--- config.mk ---
export PLATFORM = sky130hd
export DESIGN_NAME = cgo_top
export DESIGN_NICKNAME = d
export VERILOG_FILES = /design/src/hw/cgo_pkg.sv /design/src/hw/cgo_top.sv /design/src/hw/cgo_divider.sv
export VERILOG_INCLUDE_DIRS = /design/src /design/src/hw
export SDC_FILE = /design/constraint.sdc
export NUM_CORES = 1
export LEC_CHECK = 0
export CAP_MARGIN = 20
export CELL_PAD_IN_SITES_DETAIL_PLACEMENT = 0
export CELL_PAD_IN_SITES_GLOBAL_PLACEMENT = 1
export CORE_MARGIN = 3
export CORE_UTILIZATION = 45
export DETAILED_ROUTE_END_ITERATION = 12
export DONT_BUFFER_PORTS = 1
export PLACE_DENSITY = 0.85
export SETUP_SLACK_MARGIN = 0.15
export SYNTH_ARGS = -nofsm -noshare
export SYNTH_HDL_FRONTEND = slang
export SYNTH_HIERARCHICAL = 1
export SYNTH_SLANG_ARGS = --single-unit
--- constraint.sdc ---
create_clock -name sys_clk -period 2.79 [get_ports sys_clk]
set_input_delay 0.558 -clock sys_clk [delete_from_list [all_inputs] [get_ports sys_clk]]
set_output_delay 0.558 -clock sys_clk [all_outputs]
set_load 0.01 [all_outputs]
--- src/hw/cgo_consts.svh ---
// Constants for the clock generator interrupt and clock output block.
// Assumes inclusion by bare name from any design file that needs it.
// Function
// - Set stop flag bit5 on low-speed stop, trim flag bit4 on trim done.
// - Writing one clears a flag bit; writing zero leaves it.
// - Stable flags bits 2,1,0 for high-speed, low-speed, internal oscillators.
// - Internal stable flag reads zero after reset release.
// - Enable bits 5 and 4 gate stop and trim interrupts.
// - Enable bits 2,1,0 gate the three stabilization interrupts.
// - Source field picks internal, low-speed, high-speed or system clock.
// - Internal and high-speed sources divide by 1 to 128.
// - Low-speed divides 1,2,4,8,256,1024,4096,32768; system only by 1.
// - System clock source output stops during sleep and halt.
// - Output enable bit drives divided clock to pin; zero disables it.
// - Enable not synchronised to output; a glitch is tolerated.
// - High-speed wait select gives 4 to 65536 cycles.
`ifndef CGO_CONSTS_SVH
`define CGO_CONSTS_SVH
// ==========================================
// Register byte offsets
`define CGO_FLAGS_OFS 12'h000
`define CGO_ENABLES_OFS 12'h004
`define CGO_OUTCTL_OFS 12'h008
`define CGO_HSWAIT_OFS 12'h00C
// ==========================================
// Field positions
`define CGO_BIT_LS_STOP 5
`define CGO_BIT_TRIM 4
`define CGO_BIT_HS_STAB 2
`define CGO_BIT_LS_STAB 1
`define CGO_BIT_IN_STAB 0
`define CGO_FLAG_MASK 6'h37
`define CGO_OUT_EN_BIT 0
`define CGO_OUT_SRC_LSB 2
`define CGO_OUT_DIV_LSB 4
// ==========================================
// Reset values
`define CGO_FLAGS_RST 6'h00
`define CGO_ENABLES_RST 6'h00
`define CGO_OUTCTL_RST 7'h00
`define CGO_HSWAIT_RST 3'h0
`endif

--- src/hw/cgo_pkg.sv ---
// Types for the clock generator interrupt and clock output block.
// Assumes no other package.
package cgo_pkg;
  // Clock output source selection
  typedef enum logic [1:0] {
    CGO_SRC_INTERNAL = 2'h0,
    CGO_SRC_LOWSPEED = 2'h1,
    CGO_SRC_HIGHSPEED = 2'h2,
    CGO_SRC_SYSTEM = 2'h3
  } cgo_src_type;
  // Clock output control fields
  typedef struct packed {
    logic [2:0] clk_out_divide;
    cgo_src_type clk_out_source;
    logic reserved;
    logic clk_out_enable;
  } cgo_outctl_type;
  // Oscillator event pulses
  typedef struct packed {
    logic lowspeed_stop;
    logic trim_done;
    logic highspeed_stable;
    logic lowspeed_stable;
    logic internal_stable;
  } cgo_events_type;
endpackage : cgo_pkg

--- src/hw/cgo_top.sv ---
// Clock generator interrupt flags, enables and clock output, APB slave.
// Assumes oscillator clocks arrive as asynchronous levels sampled at 100 MHz.
`timescale 1ns/1ps
`include "cgo_consts.svh"
module cgo_top
  import cgo_pkg::*;
#(
  parameter int HS_WAIT_MAX = 65536
) (
  // System
  input wire logic sys_clk,
  input wire logic rstn,
  // APB slave
  input wire logic psel,
  input wire logic penable,
  input wire logic pwrite,
  input wire logic [11:0] paddr,
  input wire logic [31:0] pwdata,
  output logic [31:0] prdata,
  output logic pready,
  output logic pslverr,
  // Oscillator clocks and events, asynchronous
  input wire logic internal_osc_clock,
  input wire logic lowspeed_osc_clock,
  input wire logic highspeed_osc_clock,
  input wire logic lowspeed_stop_evt,
  input wire logic trim_done_evt,
  input wire logic lowspeed_stable_evt,
  input wire logic internal_stable_evt,
  input wire logic highspeed_start,
  // System clock gating state
  input wire logic standby,
  // Outputs
  output logic clk_out_pin,
  output logic clk_out_oe,
  output logic clk_irq
);
  initial begin
    if (HS_WAIT_MAX < 65536) $error("cgo_top: HS_WAIT_MAX too small");
  end
  // ==========================================
  // Input synchronisers, two flops per line
  localparam int NSYNC = 8;
  logic [NSYNC-1:0] async_in, sync1_reg, sync2_reg, prev_reg;
  assign async_in = {highspeed_start, internal_stable_evt, lowspeed_stable_evt, trim_done_evt,
                     lowspeed_stop_evt, highspeed_osc_clock, lowspeed_osc_clock, internal_osc_clock};
  always_ff @(posedge sys_clk) begin
    if (!rstn) begin
      sync1_reg <= '0;
      sync2_reg <= '0;
      prev_reg <= '0;
    end else begin
      sync1_reg <= async_in;
      sync2_reg <= sync1_reg;
      prev_reg <= sync2_reg;
    end
  end
  logic [NSYNC-1:0] rise, lvl_chg;
  assign rise = sync2_reg & ~prev_reg;
  // Either edge; ratio 1 needs both so the pin copies the source clock
  assign lvl_chg = sync2_reg ^ prev_reg;
  // ==========================================
  // APB decode
  logic wr_acc, rd_acc;
  logic addr_ok;
  assign wr_acc = psel && penable && pwrite;
  assign rd_acc = psel && penable && !pwrite;
  assign addr_ok = (paddr == `CGO_FLAGS_OFS) || (paddr == `CGO_ENABLES_OFS) ||
                   (paddr == `CGO_OUTCTL_OFS) || (paddr == `CGO_HSWAIT_OFS);
  assign pready = 1'b1; // Zero wait states
  assign pslverr = psel && penable && !addr_ok;
  // ==========================================
  // High-speed stabilization wait
  logic [2:0] highspeed_wait_select_reg;
  always_ff @(posedge sys_clk) begin
    if (!rstn) highspeed_wait_select_reg <= `CGO_HSWAIT_RST;
    else if (wr_acc && paddr == `CGO_HSWAIT_OFS) highspeed_wait_select_reg <= pwdata[2:0];
  end
  // Wait counts in cycles: 4 times 4 to the power of the select
  logic [16:0] hs_limit;
  assign hs_limit = 17'h00004 << {highspeed_wait_select_reg, 1'b0};
  logic [16:0] hs_cnt_reg;
  logic hs_busy_reg, hs_done;
  assign hs_done = hs_busy_reg && (hs_cnt_reg == hs_limit - 17'h00001);
  // Start restarts the wait; completion after exactly hs_limit cycles
  always_ff @(posedge sys_clk) begin
    if (!rstn) begin
      hs_busy_reg <= 1'b0;
      hs_cnt_reg <= '0;
    end else if (rise[7]) begin
      hs_busy_reg <= 1'b1;
      hs_cnt_reg <= '0;
    end else if (hs_done) begin
      hs_busy_reg <= 1'b0;
    end else if (hs_busy_reg) begin
      hs_cnt_reg <= hs_cnt_reg + 17'h00001;
    end
  end
  // ==========================================
  // Interrupt flags and enables
  cgo_events_type evt;
  assign evt = '{lowspeed_stop: rise[3], trim_done: rise[4], highspeed_stable: hs_done,
                 lowspeed_stable: rise[5], internal_stable: rise[6]};
  logic [5:0] set_vec;
  assign set_vec = {evt.lowspeed_stop, evt.trim_done, 1'b0, evt.highspeed_stable,
                    evt.lowspeed_stable, evt.internal_stable};
  logic [5:0] flags_reg, enables_reg, clr_vec;
  assign clr_vec = (wr_acc && paddr == `CGO_FLAGS_OFS) ? (pwdata[5:0] & `CGO_FLAG_MASK) : 6'h00;
  // Set beats clear so no event is lost; reset leaves internal stable at 0
  always_ff @(posedge sys_clk) begin
    if (!rstn) flags_reg <= `CGO_FLAGS_RST;
    else flags_reg <= (flags_reg & ~clr_vec) | set_vec;
  end
  always_ff @(posedge sys_clk) begin
    if (!rstn) enables_reg <= `CGO_ENABLES_RST;
    else if (wr_acc && paddr == `CGO_ENABLES_OFS) enables_reg <= pwdata[5:0] & `CGO_FLAG_MASK;
  end
  // Level request from any enabled flag
  assign clk_irq = |(flags_reg & enables_reg);
  // ==========================================
  // Clock output control
  cgo_outctl_type outctl_reg;
  always_ff @(posedge sys_clk) begin
    if (!rstn) outctl_reg <= `CGO_OUTCTL_RST;
    else if (wr_acc && paddr == `CGO_OUTCTL_OFS) outctl_reg <= {pwdata[6:2], 1'b0, pwdata[0]};
  end
  // Source tick: rising edge of the chosen clock, or both edges at ratio 1
  // System tick every cycle unless standby; ratio 1 there is limited to half sys_clk
  logic src_tick;
  logic ratio_one;
  assign ratio_one = (outctl_reg.clk_out_divide == 3'h0);
  always_comb begin
    unique case (outctl_reg.clk_out_source)
      CGO_SRC_INTERNAL: src_tick = ratio_one ? lvl_chg[0] : rise[0];
      CGO_SRC_LOWSPEED: src_tick = ratio_one ? lvl_chg[1] : rise[1];
      CGO_SRC_HIGHSPEED: src_tick = ratio_one ? lvl_chg[2] : rise[2];
      CGO_SRC_SYSTEM: src_tick = !standby;
    endcase
  end
  // Division exponent per source; system source is held at ratio 1
  logic [3:0] exponent;
  always_comb begin
    exponent = {1'b0, outctl_reg.clk_out_divide};
    if (outctl_reg.clk_out_source == CGO_SRC_LOWSPEED) begin
      unique case (outctl_reg.clk_out_divide)
        3'h4: exponent = 4'h8;
        3'h5: exponent = 4'hA;
        3'h6: exponent = 4'hC;
        3'h7: exponent = 4'hF;
        default: exponent = {1'b0, outctl_reg.clk_out_divide};
      endcase
    end else if (outctl_reg.clk_out_source == CGO_SRC_SYSTEM) begin
      exponent = 4'h0;
    end
  end
  logic div_level;
  cgo_divider #(.WIDTH(15)) u_div (
    .sys_clk(sys_clk),
    .rstn(rstn),
    .tick(src_tick),
    .exponent(exponent),
    .div_out(div_level)
  );
  // Enable gates asynchronously to the divided phase; glitch accepted
  always_ff @(posedge sys_clk) begin
    if (!rstn) clk_out_pin <= 1'b0;
    else clk_out_pin <= outctl_reg.clk_out_enable & div_level;
  end
  assign clk_out_oe = outctl_reg.clk_out_enable;
  // ==========================================
  // Read data
  always_ff @(posedge sys_clk) begin
    if (!rstn) prdata <= 32'h00000000;
    else if (psel && !penable && !pwrite) begin
      unique case (paddr)
        `CGO_FLAGS_OFS: prdata <= {26'h0, flags_reg};
        `CGO_ENABLES_OFS: prdata <= {26'h0, enables_reg};
        `CGO_OUTCTL_OFS: prdata <= {25'h0, outctl_reg};
        `CGO_HSWAIT_OFS: prdata <= {29'h0, highspeed_wait_select_reg};
        default: prdata <= 32'h00000000;
      endcase
    end
  end
  // ==========================================
  // Checks
  a_irq_level: assert property (@(posedge sys_clk) disable iff (!rstn)
    clk_irq == |(flags_reg & enables_reg)) else $error("irq mismatch");
  a_w1c_clear: assert property (@(posedge sys_clk) disable iff (!rstn)
    (wr_acc && paddr == `CGO_FLAGS_OFS && pwdata[5] && !evt.lowspeed_stop) |=> !flags_reg[5])
    else $error("flag not cleared");
  a_w0_keep: assert property (@(posedge sys_clk) disable iff (!rstn)
    (flags_reg[4] && !(wr_acc && paddr == `CGO_FLAGS_OFS && pwdata[4])) |=> flags_reg[4])
    else $error("flag lost");
  a_stop_set: assert property (@(posedge sys_clk) disable iff (!rstn)
    evt.lowspeed_stop |=> flags_reg[5]) else $error("stop flag not set");
  a_trim_set: assert property (@(posedge sys_clk) disable iff (!rstn)
    evt.trim_done |=> flags_reg[4]) else $error("trim flag not set");
  a_hs_stable: assert property (@(posedge sys_clk) disable iff (!rstn)
    (rise[7] && highspeed_wait_select_reg == 3'h0 && !hs_busy_reg) ##1
    (!rise[7] && highspeed_wait_select_reg == 3'h0) [*4] |=> flags_reg[2])
    else $error("high-speed wait wrong");
  a_reset_clean: assert property (@(posedge sys_clk) $rose(rstn) |-> !flags_reg[0])
    else $error("internal flag set after reset");
  a_en_write: assert property (@(posedge sys_clk) disable iff (!rstn)
    (wr_acc && paddr == `CGO_ENABLES_OFS) |=> enables_reg == $past(pwdata[5:0] & `CGO_FLAG_MASK))
    else $error("enable write lost");
  a_out_off: assert property (@(posedge sys_clk) disable iff (!rstn)
    !outctl_reg.clk_out_enable |=> !clk_out_pin) else $error("output while disabled");
  a_sys_stop: assert property (@(posedge sys_clk) disable iff (!rstn)
    (outctl_reg.clk_out_source == CGO_SRC_SYSTEM && standby) |-> !src_tick)
    else $error("system tick in standby");
  c_irq: cover property (@(posedge sys_clk) disable iff (!rstn) $rose(clk_irq));
  c_hs_done: cover property (@(posedge sys_clk) disable iff (!rstn) hs_done);
  c_pin_toggle: cover property (@(posedge sys_clk) disable iff (!rstn) $rose(clk_out_pin));
  c_set_clear: cover property (@(posedge sys_clk) disable iff (!rstn) |(set_vec & clr_vec));
  c_sys_standby: cover property (@(posedge sys_clk) disable iff (!rstn)
    outctl_reg.clk_out_source == CGO_SRC_SYSTEM && standby);
  // ==========================================
  // Stabilization flags, ratio selection, system tick, interrupt drop and pin off
  a_ls_stab_set: assert property (@(posedge sys_clk) disable iff (!rstn)
    evt.lowspeed_stable |=> flags_reg[1]) else $error("low-speed stable flag not set");
  a_in_stab_set: assert property (@(posedge sys_clk) disable iff (!rstn)
    evt.internal_stable |=> flags_reg[0]) else $error("internal stable flag not set");
  a_hs_done_busy: assert property (@(posedge sys_clk) disable iff (!rstn)
    hs_done |=> !hs_busy_reg) else $error("high-speed wait kept running");
  a_irq_drop: assert property (@(posedge sys_clk) disable iff (!rstn)
    ((flags_reg & enables_reg) == 6'h00) |-> !clk_irq) else $error("irq without cause");
  a_fast_ratio: assert property (@(posedge sys_clk) disable iff (!rstn)
    (outctl_reg.clk_out_source == CGO_SRC_INTERNAL || outctl_reg.clk_out_source == CGO_SRC_HIGHSPEED)
    |-> exponent == {1'b0, outctl_reg.clk_out_divide}) else $error("fast ratio wrong");
  a_ls_long_div: assert property (@(posedge sys_clk) disable iff (!rstn)
    (outctl_reg.clk_out_source == CGO_SRC_LOWSPEED && outctl_reg.clk_out_divide == 3'h7)
    |-> exponent == 4'hF) else $error("low-speed long ratio wrong");
  a_sys_ratio: assert property (@(posedge sys_clk) disable iff (!rstn)
    outctl_reg.clk_out_source == CGO_SRC_SYSTEM |-> exponent == 4'h0)
    else $error("system ratio not one");
  a_sys_run: assert property (@(posedge sys_clk) disable iff (!rstn)
    (outctl_reg.clk_out_source == CGO_SRC_SYSTEM && !standby) |-> src_tick)
    else $error("system tick missing");
  a_pin_oe_off: assert property (@(posedge sys_clk) disable iff (!rstn)
    !clk_out_oe |=> !clk_out_pin) else $error("pin high while not driven");
endmodule : cgo_top

--- src/hw/cgo_divider.sv ---
// Power-of-two clock divider driven by one-cycle source ticks.
// Assumes ticks already synchronised to sys_clk.
`timescale 1ns/1ps
module cgo_divider
  import cgo_pkg::*;
#(
  parameter int WIDTH = 15
) (
  // Clock and reset
  input wire logic sys_clk,
  input wire logic rstn,
  // Source tick and ratio exponent
  input wire logic tick,
  input wire logic [3:0] exponent,
  // Divided level
  output logic div_out
);
  initial begin
    if (WIDTH < 15) $error("cgo_divider: WIDTH must be at least 15");
  end
  logic [WIDTH-1:0] cnt_reg;
  // Free counter; tapping bit exponent-1 halves per step
  always_ff @(posedge sys_clk) begin
    if (!rstn) cnt_reg <= '0;
    else if (tick) cnt_reg <= cnt_reg + 1'b1;
  end
  // Ratio 1 is the raw tick toggle, stretched to a level
  logic raw_reg;
  always_ff @(posedge sys_clk) begin
    if (!rstn) raw_reg <= 1'b0;
    else if (tick) raw_reg <= ~raw_reg;
  end
  always_ff @(posedge sys_clk) begin
    if (!rstn) div_out <= 1'b0;
    else if (exponent == 4'h0) div_out <= raw_reg;
    else div_out <= cnt_reg[exponent - 4'h1];
  end
endmodule : cgo_divider

Yosys cells after proc, flatten, opt, wreduce, memory -nomap -nowiden
Index checks and enable logic that the tools add are counted.
Cells by class
  equal/unequal tests: 11
  divide/modulo/power cells: 0
  shifts and indexed selects: 1
  $mul: 0
  $lt $le $gt $ge: 1
  multiplexer cells: 14
  add/subtract/negate cells: 4
  bitwise logic cells: 11
  reduce and logical (&&, ||, !) cells: 25
Operators with widths (count)
  $pmux 7 s4: 1
  $eq 12x4->1 const B: 2
  $add 17x1->17 const B: 1
  $eq 17x17->1: 1
  $shl 3x4->17 const A: 1
  $sub 17x1->17 const B: 1
  $pmux 4 s4: 1
  $add 15x1->15 const B: 1
  $and 6x6->6: 2
  $eq 12x3->1 const B: 1
  $eq 3x3->1 const B: 4
  $logic_not 12->1: 1
  $logic_and 1x1->1: 10
  $and 8x8->8: 1
  $not 8->8: 1
  $mux 1: 7
  $mux 6: 1
  $not 6->6: 1
  $or 6x6->6: 1
  $reduce_or 6->1: 1
  $lt 4x5->1 const B: 1
  $bmux 1 s4: 1
  $eq 2x2->1 const B: 2
  $logic_not 1->1: 4
  15 further kinds: 19
Word-level totals
  bits in registers: 112
  logic and storage cells: 83
  latch bits: 0
  RAM bits: 0
  memories: 0
  bits in read-only memories: 0
  output and inout port bits: 37
  input port bits: 58

Logic depth before layout (Yosys ltp)
Gate-level depths: netlist (run 1).
  depth in word-level cells: 7
  depth in mapped cells: 12
  depth with buffers taken out: 10

Modules after synthesis
The synthesis (run 1) kept the hierarchy.
By module, submodules not included
  cgo_top: cells an instance 369, seq. area each 1381.3 um^2, area each 3334.4 um^2, times used 1
  cgo_divider: cells an instance 115, seq. area each 340.3 um^2, area each 1004.7 um^2, times used 1

Least setup slack after synthesis (run 1)
No wires, ideal clock.
  kind: input -> register
  start: in paddr[7]
  end: reg enables_reg[0]
  data required time: 2674 ps
  cell stages on the path: 5
  arrival: 2228 ps
  path buffers: 0
  library setup time: 116 ps
  slack: 446 ps
  cell sequence: or4_1 > nor4_4 > nor4b_4 > mux2i_1 > nor2b_1
Between the ends
  longest elaborated chain between the ends: 2
RTL lines
  start: declaration: line cgo_top.sv:17  | input wire logic [11:0] paddr,
  $eq 12x3->1
  $logic_and 1x1->1 (no source line)
  end signal: assignment: line cgo_top.sv:115  | if (!rstn) enables_reg <= `CGO_ENABLES_RST;
  end signal: assignment: line cgo_top.sv:116  | else if (wr_acc && paddr == `CGO_ENABLES_OFS) enables_reg <= pwdata[5:0] & `CGO_FLAG_MASK;
  end: declaration: line cgo_top.sv:107  | logic [5:0] flags_reg, enables_reg, clr_vec;
No other way between the ends.
A chain may end at the register's enable or synchronous reset.

Worst setup path in the final report (run 1)
  start: reg outctl_reg[2] (netlist bit)
  end: reg u_div.div_out
Between the ends
  elaborated cells on any way between the ends: 9
  those cells by class: 1 x add/sub; 2 x eq/ne; 5 x mux; 1 x reduce/logical
RTL lines
  start: declaration: line cgo_top.sv:122  | cgo_outctl_type outctl_reg;
  start signal: assignment: line cgo_top.sv:124  | if (!rstn) outctl_reg <= `CGO_OUTCTL_RST;
  start signal: assignment: line cgo_top.sv:125  | else if (wr_acc && paddr == `CGO_OUTCTL_OFS) outctl_reg <= {pwdata[6:2], 1'b0, pwdata[0]};
  $eq 2x1->1 (*): line cgo_top.sv:144  | if (outctl_reg.clk_out_source == CGO_SRC_LOWSPEED) begin
  $mux 4 (*): line cgo_top.sv:144
  via exponent[3]: line cgo_top.sv:141  | logic [3:0] exponent;
  $sub 4x1->4: line cgo_divider.sv:36  | else div_out <= cnt_reg[exponent - 4'h1];
  $bmux 1 s4: line cgo_divider.sv:36
  $mux 1 (not written as such): line cgo_divider.sv:36
  $mux 1 (*): line cgo_divider.sv:35  | else if (exponent == 4'h0) div_out <= raw_reg;
  end signal: assignment: line cgo_divider.sv:35
  end signal: assignment: line cgo_divider.sv:36
  end: declaration: line cgo_divider.sv:16  | output logic div_out
Mark *: on every way through the listed nets, which the timed path passes. The rest lies on a longest branch. The select of a mux whose other input is x is not followed.

==> results.tsv, run 1 <==
metric	value	unit
outcome	finished, final reports clean	
Syn Std Cell Area	4340	µm²
global route overflow	0	
crit start category	flop	
Final Instance Count excl. Fillers	614	
first-pass GRT wire length	13900	µm
CTS tree	yes	
CTS H-tree depth	3	
max-cap violations	0	
leakage	1.65	nW
Final #Nets	545	
sequential area share after synthesis	0.397	
CP max-delay cell	dfxtp_1	
Worst-path clk slew	100	ps
slew margin rel.	0.347	
worst-margin pin slew	974	ps
Initial DRT Pass Iterations	4	
Hold Path Class	primary input to flop	
routed vias/inst	5.05	
dominant synthesized flop cell	dfxtp_1	
Post-Place Worst Slack	357	ps
final setup fails	0	
GPL Wtd Cong	0.792	
routed vias	3100	
slowest stage delay, CP	480	ps
max-slew violations	0	
Final Hold Vio Count	0	
Synth Warn #	6	
worst-path fanout max	9	
Buffers & Inverters on Critical Path	1	
Initial Util	0.467	
post-synth cell types	66	
setup TNS	0	ps
clk sinks	86	
largest net degree at the start of global routing	74	
Peak VDD IR	0.443	mV
synth top area cells	dfxtp_1, mux2i_1, and2_1	
Die ar.	10900	µm²
Diodes inserted	0	
die width	104	µm
maximum buffer depth of the clock tree	2	
Final Cycle Share	0.886	
# DRC	0	
Mapped Cells	484	
Avg WL per Cell	13.2	µm
antenna-violating nets left	0	
Synth async-reset ratio	0	
skew final	11.5	ps
port bufs	0	
critical path arrival	2740	ps
number of global-route vias before repair	2944	
most frequent cells in the layout	dfxtp_1, nand2_1, and2_1	
Achievable Freq	405	MHz
crit path kind	flop to flop	
Num CTS Buffers	9	
commonest non-fill, non-tap cell in the layout	dfxtp_1	
CP delay by family, top	compound AO/OA/AOI/OAI gates	
final WL	8100	µm
post-synth top area share	0.397	
Largest register FFs	17	
fraction of layout cells with a size suffix above 1	0.0948	
# rows	35	
core footprint	9280	µm²
Worst Path Required	3060	ps
syn avg cell area	8.97	µm²
DR iter-0 viols	101	
RSZ-0062 raised after global routing	false	
minimum clock period	2470	ps
crit end category	flop	
I/O Pins	95	
hpwl dp	5840	µm
area delta synth->final	6.00	%
Crit path top cell by count	nand2_1	
post-synth top area cell	dfxtp_1	
latest clock arrival within the worst-skew pair	370	ps
EDFF count, synth	0	
die height	104	µm
CP cell instances	nand2_1 > nor2_2 > a22o_1 > inv_1 > ha_1 > mux2_2 > nand2_1 > a311oi_1 > o2111ai_1 > o311ai_1	
initial antenna violation count	0	
Post-Place Cells	598	
Root Driver	clkbuf_8	
setup ws final	319	ps
Power per Cell Area	508	nW/µm²
Synth Register Bits	86	
Tot GR Track Use	0.154	
power by group:
| part | internal [W] | switching (W) | leakage [nW] |
|---|---|---|---|
| clock | 0.000516 | 0.000479 | 0.108 |
| combinational | 0.0000351 | 0.0000472 | 0.841 |
| sequential | 0.00125 | 0.0000125 | 0.698 |
| total | 0.00180 | 0.000538 | 1.65 |
metrics by stage:
step	hold slack (ps)	power (W)	area, µm²	utilization
after detailed placement	421	0.00137	4370	0.470
after CTS	291	0.00237	4600	0.495
final	314	0.00234	4600	0.495
after global placement	415	0.00137	4370	0.470
after global routing	288	0.00244	4600	0.495
after floorplan	412	0.00140	4430	-
logic make-up after synthesis:
| kind of cell | after synthesis | synth area share |
|---|---|---|
| other cells | 2 | 0.00173 |
| fa+ha+maj | 7 | 0.0202 |
| xor+xnor | 24 | 0.0502 |
| simple gates | 196 | 0.252 |
| mux | 29 | 0.0761 |
| compound gates | 78 | 0.124 |
| buf+inv | 62 | 0.0793 |
| flops | 86 | 0.397 |
cell usage after synthesis, types with 3 or more instances:
library cell,instances
and2_1,36
nand2_1,45
nand4_1,7
dfxtp_1,86
a21boi_0,3
a211oi_1,4
nand3_1,14
a21oi_1,19
mux4_2,3
a31o_1,4
nand2b_1,3
nor2_1,31
xnor2_1,18
a2111oi_0,3
nor2b_1,28
clkbuf_1,13
buf_2,4
mux2i_1,24
inv_1,13
buf_4,28
ha_1,7
xor2_1,5
a21boi_1,10
nor3_1,5
o21ai_0,13
and3_1,4
or3_1,6
metal layers:
| metal | vias up | track usage | wire length, µm |
|---|---|---|---|
| li1 | 1605 | - | - |
| met1 | 1430 | 0.200 | 3870 |
| met2 | 57 | 0.249 | 3800 |
| met3 | 8 | 0.0497 | 342 |
| met4 | 0 | 0.0399 | 93 |
| met5 | - | 0 | 0 |
final timing paths:
path                 start                to  slack, ps  cells past startpoint
min                   rstn  u_div/cnt_reg[2]        310                      1
max reg2reg  outctl_reg[2]     u_div/div_out        320                     10
max          outctl_reg[2]     u_div/div_out        320                     10
min reg2reg   sync1_reg[1]      sync2_reg[1]        440                      1
cell type report:
type                       count  area [µm²]
clock buffer                   9         124
clock inverter                 7         104
fill                         907        4680
inverter                      15        56.3
multi-input combinational    360        2370
sequential                    86        1720
tap                          129         161
timing repair buffer           8        60.1
what timing repair did:
item	4_1_cts	5_1_grt
buffers inserted	0	0
endpoints found under the hold margin	0	0
endpoints found under the setup margin	0	1
hold buffers	0	0
gates resized for setup	0	2
(Power assumes the default switching activity.)
==> run 2, diff against run 1 <==
==> constraint.sdc (replaced) <==
create_clock -name sys_clk -period 2.79 [get_ports sys_clk]
set_input_delay 0.1395 -clock sys_clk [delete_from_list [all_inputs] [get_ports sys_clk]]
set_output_delay 0.1395 -clock sys_clk [all_outputs]
set_load 0.01 [all_outputs]
==> results.tsv, run 2 (synthesized netlist as in run 1, its figures left out) <==
metric	value	unit	change
outcome	finished, final reports clean		unchanged
most frequent cells in the layout	dfxtp_1, nand2_1, and2_1		unchanged
Tot GR Track Use	0.163		was 0.154
Sequential Power Share	0.564		was 0.539
Core Util, Final	0.515		was 0.495
max-cap violations	0		unchanged
global route overflow	0		unchanged
Largest register FFs	17		unchanged
Power per Cell Area	468	nW/µm²	was 508 nW/µm²
I/O Pins	95		unchanged
worst-path fanout max	7		was 9
Clk pwr share	0.382		was 0.425
crit path kind	flop to flop		unchanged
die width	104	µm	unchanged
Int Pwr	0.00166	W	was 0.00180 W
area delta synth->final	10.1	%	was 6.00%
routed vias/inst	5.14		was 5.05
slowest stage delay, CP	480	ps	about the same
largest net degree at the start of global routing	71		was 74
initial antenna violation count	0		unchanged
clk sinks	86		unchanged
die height	104	µm	unchanged
skew final	8.98	ps	was 11.5 ps
CTS H-tree depth	3		unchanged
# DRC	0		unchanged
Die ar.	10900	µm²	unchanged
Initial Util	0.467		unchanged
CTS tree	yes		unchanged
final setup fails	0		unchanged
minimum clock period	2350	ps	was 2470 ps
Initial DRT Pass Iterations	4		unchanged
number of global-route vias before repair	3163		was 2944
hpwl dp	6000	µm	was 5840 µm
Final #Nets	565		was 545
first-pass GRT wire length	14600	µm	was 13900 µm
Comb power frac	0.053		was 0.035
crit end category	flop		unchanged
commonest non-fill, non-tap cell in the layout	dfxtp_1		unchanged
# rows	35		unchanged
antenna-violating nets left	0		unchanged
DR iter-0 viols	109		was 101
final WL	8600	µm	was 8100 µm
CP max-delay cell	dfxtp_1		unchanged
Final Hold Vio Count	0		unchanged
Num CTS Buffers	9		unchanged
leakage	1.73	nW	was 1.65 nW
critical path arrival	2580	ps	was 2740 ps
fraction of layout cells with a size suffix above 1	0.0970		was 0.0948
GPL Wtd Cong	0.808		was 0.792
Hold Path Class	primary input to flop		unchanged
core footprint	9280	µm²	unchanged
latest clock arrival within the worst-skew pair	360	ps	was 370 ps
routed vias	3258		was 3100
slew margin rel.	0.534		was 0.347
maximum buffer depth of the clock tree	2		unchanged
port bufs	0		unchanged
RSZ-0062 raised after global routing	false		unchanged
Root Driver	clkbuf_8		unchanged
Avg WL per Cell	13.6	µm	was 13.2 µm
Final Cycle Share	0.842		was 0.886
Worst-path clk slew	100	ps	about the same
crit start category	flop		unchanged
worst-margin pin slew	697	ps	was 974 ps
setup TNS	0	ps	unchanged
Achievable Freq	426	MHz	was 405 MHz
Net Sw Frac	0.259		was 0.230
Peak VDD IR	0.284	mV	was 0.443 mV
NetSw	0.000579	W	was 0.000538 W
max-slew violations	0		unchanged
CP cell instances	nand2_1 > nor2_2 > a22o_1 > inv_1 > ha_1 > xor2_2 > a2111oi_0 > a311oi_1 > o2111ai_1 > o311ai_1		was nand2_1 > nor2_2 > a22o_1 > inv_1 > ha_1 > mux2_2 > nand2_1 > a311oi_1 > o2111ai_1 > o311ai_1
Worst Path Required	3020	ps	was 3060 ps
Diodes inserted	0		unchanged
==> run 2: cell type report <==
class / instances / area [µm²]
repair buffers: 28 / 265
flip-flops and latches: 86 / 1720
well taps: 129 / 161
clock buffers: 9 / 124
multi-input cells: 360 / 2370
clock inverters: 7 / 76.3
inverters: 15 / 56.3
fillers: 876 / 4510
==> run 2: metrics by stage <==
step	total power [W]	std cells	hold WS (ps)	cell area, µm²	setup WS [ps]
final	0.00224	634	67.0	4780	442
after global routing	0.00234	634	55.7	4780	203
after CTS	0.00227	634	49.1	4770	384
after detailed placement	0.00137	600	269	4380	412
after global placement	0.00137	600	267	4380	487
after floorplan	0.00140	508	267	4430	512
==> run 2: routing by layer <==
metal / global-route usage / part of all wire / vias to the layer above
met3: 0.0354 / 0.038 / 12
met1: 0.198 / 0.46 / 1536
li1: - / - / 1646
met5: 0 / 0 / -
met2: 0.282 / 0.49 / 64
met4: 0.0570 / 0.015 / 0
==> run 2: final timing paths <==
kind	endpoint	from	cells past startpoint	slack, ps
max	u_div/div_out	outctl_reg[6]	10	440
min	prdata[2]	pwrite	3	70
max reg2reg	u_div/div_out	outctl_reg[6]	10	440
min reg2reg	sync2_reg[0]	sync1_reg[0]	1	440
==> run 2: worst max-delay path: cells and delay by family, from the launching register on <==
family | cells | cell delay (ps)
flops | 1 | 480
xor+xnor | 1 | 230
simple gates | 2 | 270
buf+inv | 1 | 70
compound gates | 5 | 940
fa+ha+maj | 1 | 240
==> run 2: timing repair <==
action	4_1_cts	5_1_grt
endpoints found under the setup margin	0	1
hold buffers	18	0
hold endpoints to repair	69	0
setup buffers	0	0
resized for setup	0	2
==> run 2: power by group through the flow <==
stage,clock [W],combinational (W),sequential (W)
3_5_place_dp,0,0.0000824,0.00129
2_1_floorplan,0,0.000116,0.00129
3_3_place_gp,0,0.0000805,0.00129
6_report,0.000855,0.000119,0.00126
5_1_grt,0.000941,0.000133,0.00127
4_1_cts,0.000885,0.000119,0.00126
==> run 3, diff against run 2 <==
--- a/config.mk
+++ b/config.mk
@@ -6,14 +6,15 @@
 export SDC_FILE = /design/constraint.sdc
 export NUM_CORES = 1
 export LEC_CHECK = 0
+export ABC_AREA = 1
 export CAP_MARGIN = 20
 export CELL_PAD_IN_SITES_DETAIL_PLACEMENT = 0
 export CELL_PAD_IN_SITES_GLOBAL_PLACEMENT = 1
 export CORE_MARGIN = 3
-export CORE_UTILIZATION = 45
+export CORE_UTILIZATION = 40
 export DETAILED_ROUTE_END_ITERATION = 12
 export DONT_BUFFER_PORTS = 1
-export PLACE_DENSITY = 0.85
+export PLACE_DENSITY = 0.84
 export SETUP_SLACK_MARGIN = 0.15
 export SYNTH_ARGS = -nofsm -noshare
 export SYNTH_HDL_FRONTEND = slang
==> constraint.sdc (replaced) <==
create_clock -name sys_clk -period 1.9 [get_ports sys_clk]
set_input_delay 0.095 -clock sys_clk [delete_from_list [all_inputs] [get_ports sys_clk]]
set_output_delay 0.095 -clock sys_clk [all_outputs]
set_load 0.01 [all_outputs]
==> results.tsv, run 3 <==
metric	value	unit	change
Tot GR Track Use	0.177		was 0.163
Hold Slack	-18.6	ps	was 67.0 ps
Synth Warn #	6		unchanged
Hold Path Class	primary input to flop		unchanged
final WL	11700	µm	was 8600 µm
Power per Cell Area	634	nW/µm²	was 468 nW/µm²
outcome	finished with violations		was finished, final reports clean
R2R setup slack	80	ps	was 440 ps
met1 Track Usage GR	0.207		was 0.198
minimum clock period	1820	ps	was 2350 ps
die width	114	µm	was 104 µm
worst-path fanout max	4		was 7
CTS tree	yes		unchanged
CP cell instances	ha_1 > nand2_1 > o2111ai_2 > nand3_2 > buf_6 > nand3_4 > nor2_4 > nand2_4 > nor2_4 > nand2_2 > o21ai_1 > nor2_1		was nand2_1 > nor2_2 > a22o_1 > inv_1 > ha_1 > xor2_2 > a2111oi_0 > a311oi_1 > o2111ai_1 > o311ai_1
Root Driver	clkbuf_16		was clkbuf_8
crit path launch	sync2_reg[0]		was outctl_reg[6]
CTS H-tree depth	3		unchanged
Sequential Power Share	0.492		was 0.564
maximum buffer depth of the clock tree	2		unchanged
# rows	38		was 35
Worst path depth	12		was 10
largest family of logic cells by synthesized area	simple AND/OR/NAND/NOR gates		unchanged
initial antenna violation count	0		unchanged
FF-to-FF path depth	12		was 10
fraction of layout cells with a size suffix above 1	0.182		was 0.0970
latest clock arrival within the worst-skew pair	350	ps	was 360 ps
max-slew violations	0		unchanged
Peak VDD IR	0.844	mV	was 0.284 mV
Comb power frac	0.065		was 0.053
crit end category	flop		unchanged
Largest register FFs	17		unchanged
skew final	9.52	ps	was 8.98 ps
max-cap violations	0		unchanged
failing checks	negative hold slack		
commonest non-fill, non-tap cell in the layout	nand2_1		was dfxtp_1
R2R Path Start	sync2_reg[0]		was outctl_reg[6]
GPL Wtd Cong	0.850		was 0.808
core footprint	11100	µm²	was 9280 µm²
Initial DRT Pass Iterations	5		was 4
most frequent cells in the layout	nand2_1, inv_1, dfxtp_1		was dfxtp_1, nand2_1, and2_1
multiplexer share of the synthesized area	0		was 0.0761
clk sinks	86		unchanged
# fillers	1052		was 876
hpwl dp	7580	µm	was 6000 µm
worst-margin pin slew	796	ps	was 697 ps
Worst R2R End	u_div/cnt_reg[14]		was u_div/div_out
critical path arrival	2060	ps	was 2580 ps
Core Util, Final	0.538		was 0.515
port bufs	0		unchanged
Clk pwr share	0.443		was 0.382
number of global-route vias before repair	4302		was 3163
hold depth	4		was 3
Final Hold Vio Count	1		was 0
RSZ-0062 raised after global routing	true		was false
Design Power	0.00378	W	was 0.00224 W
compound-cell area share of the yosys netlist	0.109		was 0.124
final setup fails	0		unchanged
antenna-violating nets left	0		unchanged
Final Cycle Share	0.959		was 0.842
dominant synthesized flop cell	dfxtp_1		unchanged
Mapped Cells	678		was 484
sequential area share after synthesis	0.371		was 0.397
slew margin rel.	0.468		was 0.534
Synth Area in XOR/XNOR	0.0265		was 0.0502
adder and majority gate portion of the synthesized area	0.0189		was 0.0202
syn avg cell area	6.84	µm²	was 8.97 µm²
global route overflow	0		unchanged
most common library cells after synthesis	nand2_1, inv_1, dfxtp_1		was dfxtp_1, nand2_1, and2_1
Achievable Freq	549	MHz	was 426 MHz
leakage	2.50	nW	was 1.73 nW
synth top area cells	dfxtp_1, nand2_1, nand3_1		was dfxtp_1, mux2i_1, and2_1
Die ar.	12900	µm²	was 10900 µm²
routed vias/inst	5.00		was 5.14
post-synth top area share	0.371		was 0.397
simple-gate share of the synthesized area	0.329		was 0.252
GRT met2 Usage	0.308		was 0.282
Avg WL per Cell	12.9	µm	was 13.6 µm
Net Sw Frac	0.245		was 0.259
EDFF count, synth	0		unchanged
Buffers & Inverters on Critical Path	1		unchanged
CP max-delay cell	dfxtp_2		was dfxtp_1
crit path kind	flop to flop		unchanged
Crit path top cell by count	nor2_4		
I/O Pins	95		unchanged
hold endpoint	u_div/div_out		was prdata[2]
Synth async-reset ratio	0		unchanged
GRT Max-Usage Layer	met2		unchanged
CP delay by family, top	simple AND/OR/NAND/NOR gates		was compound AO/OA/AOI/OAI gates
top-count cell post-synth	nand2_1		was dfxtp_1
Worst-path clk slew	70	ps	was 100 ps
Syn Std Cell Area	4640	µm²	was 4340 µm²
Initial Util	0.418		was 0.467
die height	114	µm	was 104 µm
Diodes inserted	0		unchanged
NetSw	0.000928	W	was 0.000579 W
post-synth cell types	37		was 66
# DRC	0		unchanged
Worst Path Required	2140	ps	was 3020 ps
post-synth top area cell	dfxtp_1		unchanged
min-delay src	rstn		was pwrite
Num CTS Buffers	9		unchanged
slowest stage delay, CP	330	ps	was 480 ps
crit start category	flop		unchanged
routed vias	4523		was 3258
largest net degree at the start of global routing	56		was 71
Final #Nets	825		was 565
DR iter-0 viols	289		was 109
first-pass GRT wire length	18800	µm	was 14600 µm
Int Pwr	0.00285	W	was 0.00166 W
met3 Use GR	0.0488		was 0.0354
setup TNS	0	ps	unchanged
area delta synth->final	28.6	%	was 10.1%
Synth Register Bits	86		unchanged
run 3: worst max path at each step:
stage	to	slack (ps)
2_1_floorplan	u_div/cnt_reg[14]	180
3_3_place_gp	u_div/cnt_reg[14]	80
3_5_place_dp	u_div/cnt_reg[9]	20
4_1_cts	u_div/cnt_reg[9]	80
5_1_grt	u_div/cnt_reg[14]	-50
6_report	u_div/cnt_reg[14]	80
run 3: metal layers:
metal | part of all wire | wire [µm]
met1 | 0.42 | 4920
met2 | 0.49 | 5760
met3 | 0.066 | 768
met4 | 0.020 | 231
met5 | 0 | 0
run 3: timing repair:
item	in CTS	in global routing
hold endpoints to repair	59	8
buffers inserted	5	9
endpoints found under the setup margin	7	46
gates cloned	1	2
pin swaps	13	30
gates resized for setup	23	54
hold buffers	54	1
run 3: tightest hold or removal path: stages:
cell and delay [ps]:
o21ai_1 60, inv_1 40, nand2_1 40, inv_1 40
run 3: cell families after synthesis:
logic type	Yosys count
compound gates	92
xor+xnor	14
fa+ha+maj	7
buf+inv	140
flops	86
other cells	2
simple gates	337
run 3: cell type report:
| type | count | area (µm²) | area share |
|---|---|---|---|
| sequential | 86 | 1740 | 0.291 |
| clock inverter | 7 | 57.6 | 0.00966 |
| multi-input combinational | 479 | 2570 | 0.432 |
| timing repair buffer | 87 | 821 | 0.138 |
| inverter | 97 | 372 | 0.0623 |
| tap | 140 | 175 | 0.0294 |
| clock buffer | 9 | 225 | 0.0378 |
run 3: power groups by stage:
| stage | Sequential [W] | Clock (W) | Combinational [W] |
|---|---|---|---|
| global placement | 0.00190 | 0 | 0.000145 |
| global route | 0.00186 | 0.00178 | 0.000276 |
| detailed placement | 0.00190 | 0 | 0.000148 |
| floorplan | 0.00189 | 0 | 0.000176 |
| finish | 0.00186 | 0.00168 | 0.000246 |
| CTS | 0.00186 | 0.00172 | 0.000230 |
run 3: through the flow:
step | area (µm²) | instances | setup WS [ps] | hold slack, ps
global placement | 4750 | 817 | 76.1 | 200
global route | 5960 | 905 | -52.3 | 18.2
finish | 5960 | 905 | 77.5 | -18.6
detailed placement | 4750 | 817 | 22.5 | 201
floorplan | 4740 | 702 | 180 | 193
CTS | 5680 | 893 | 75.3 | -133
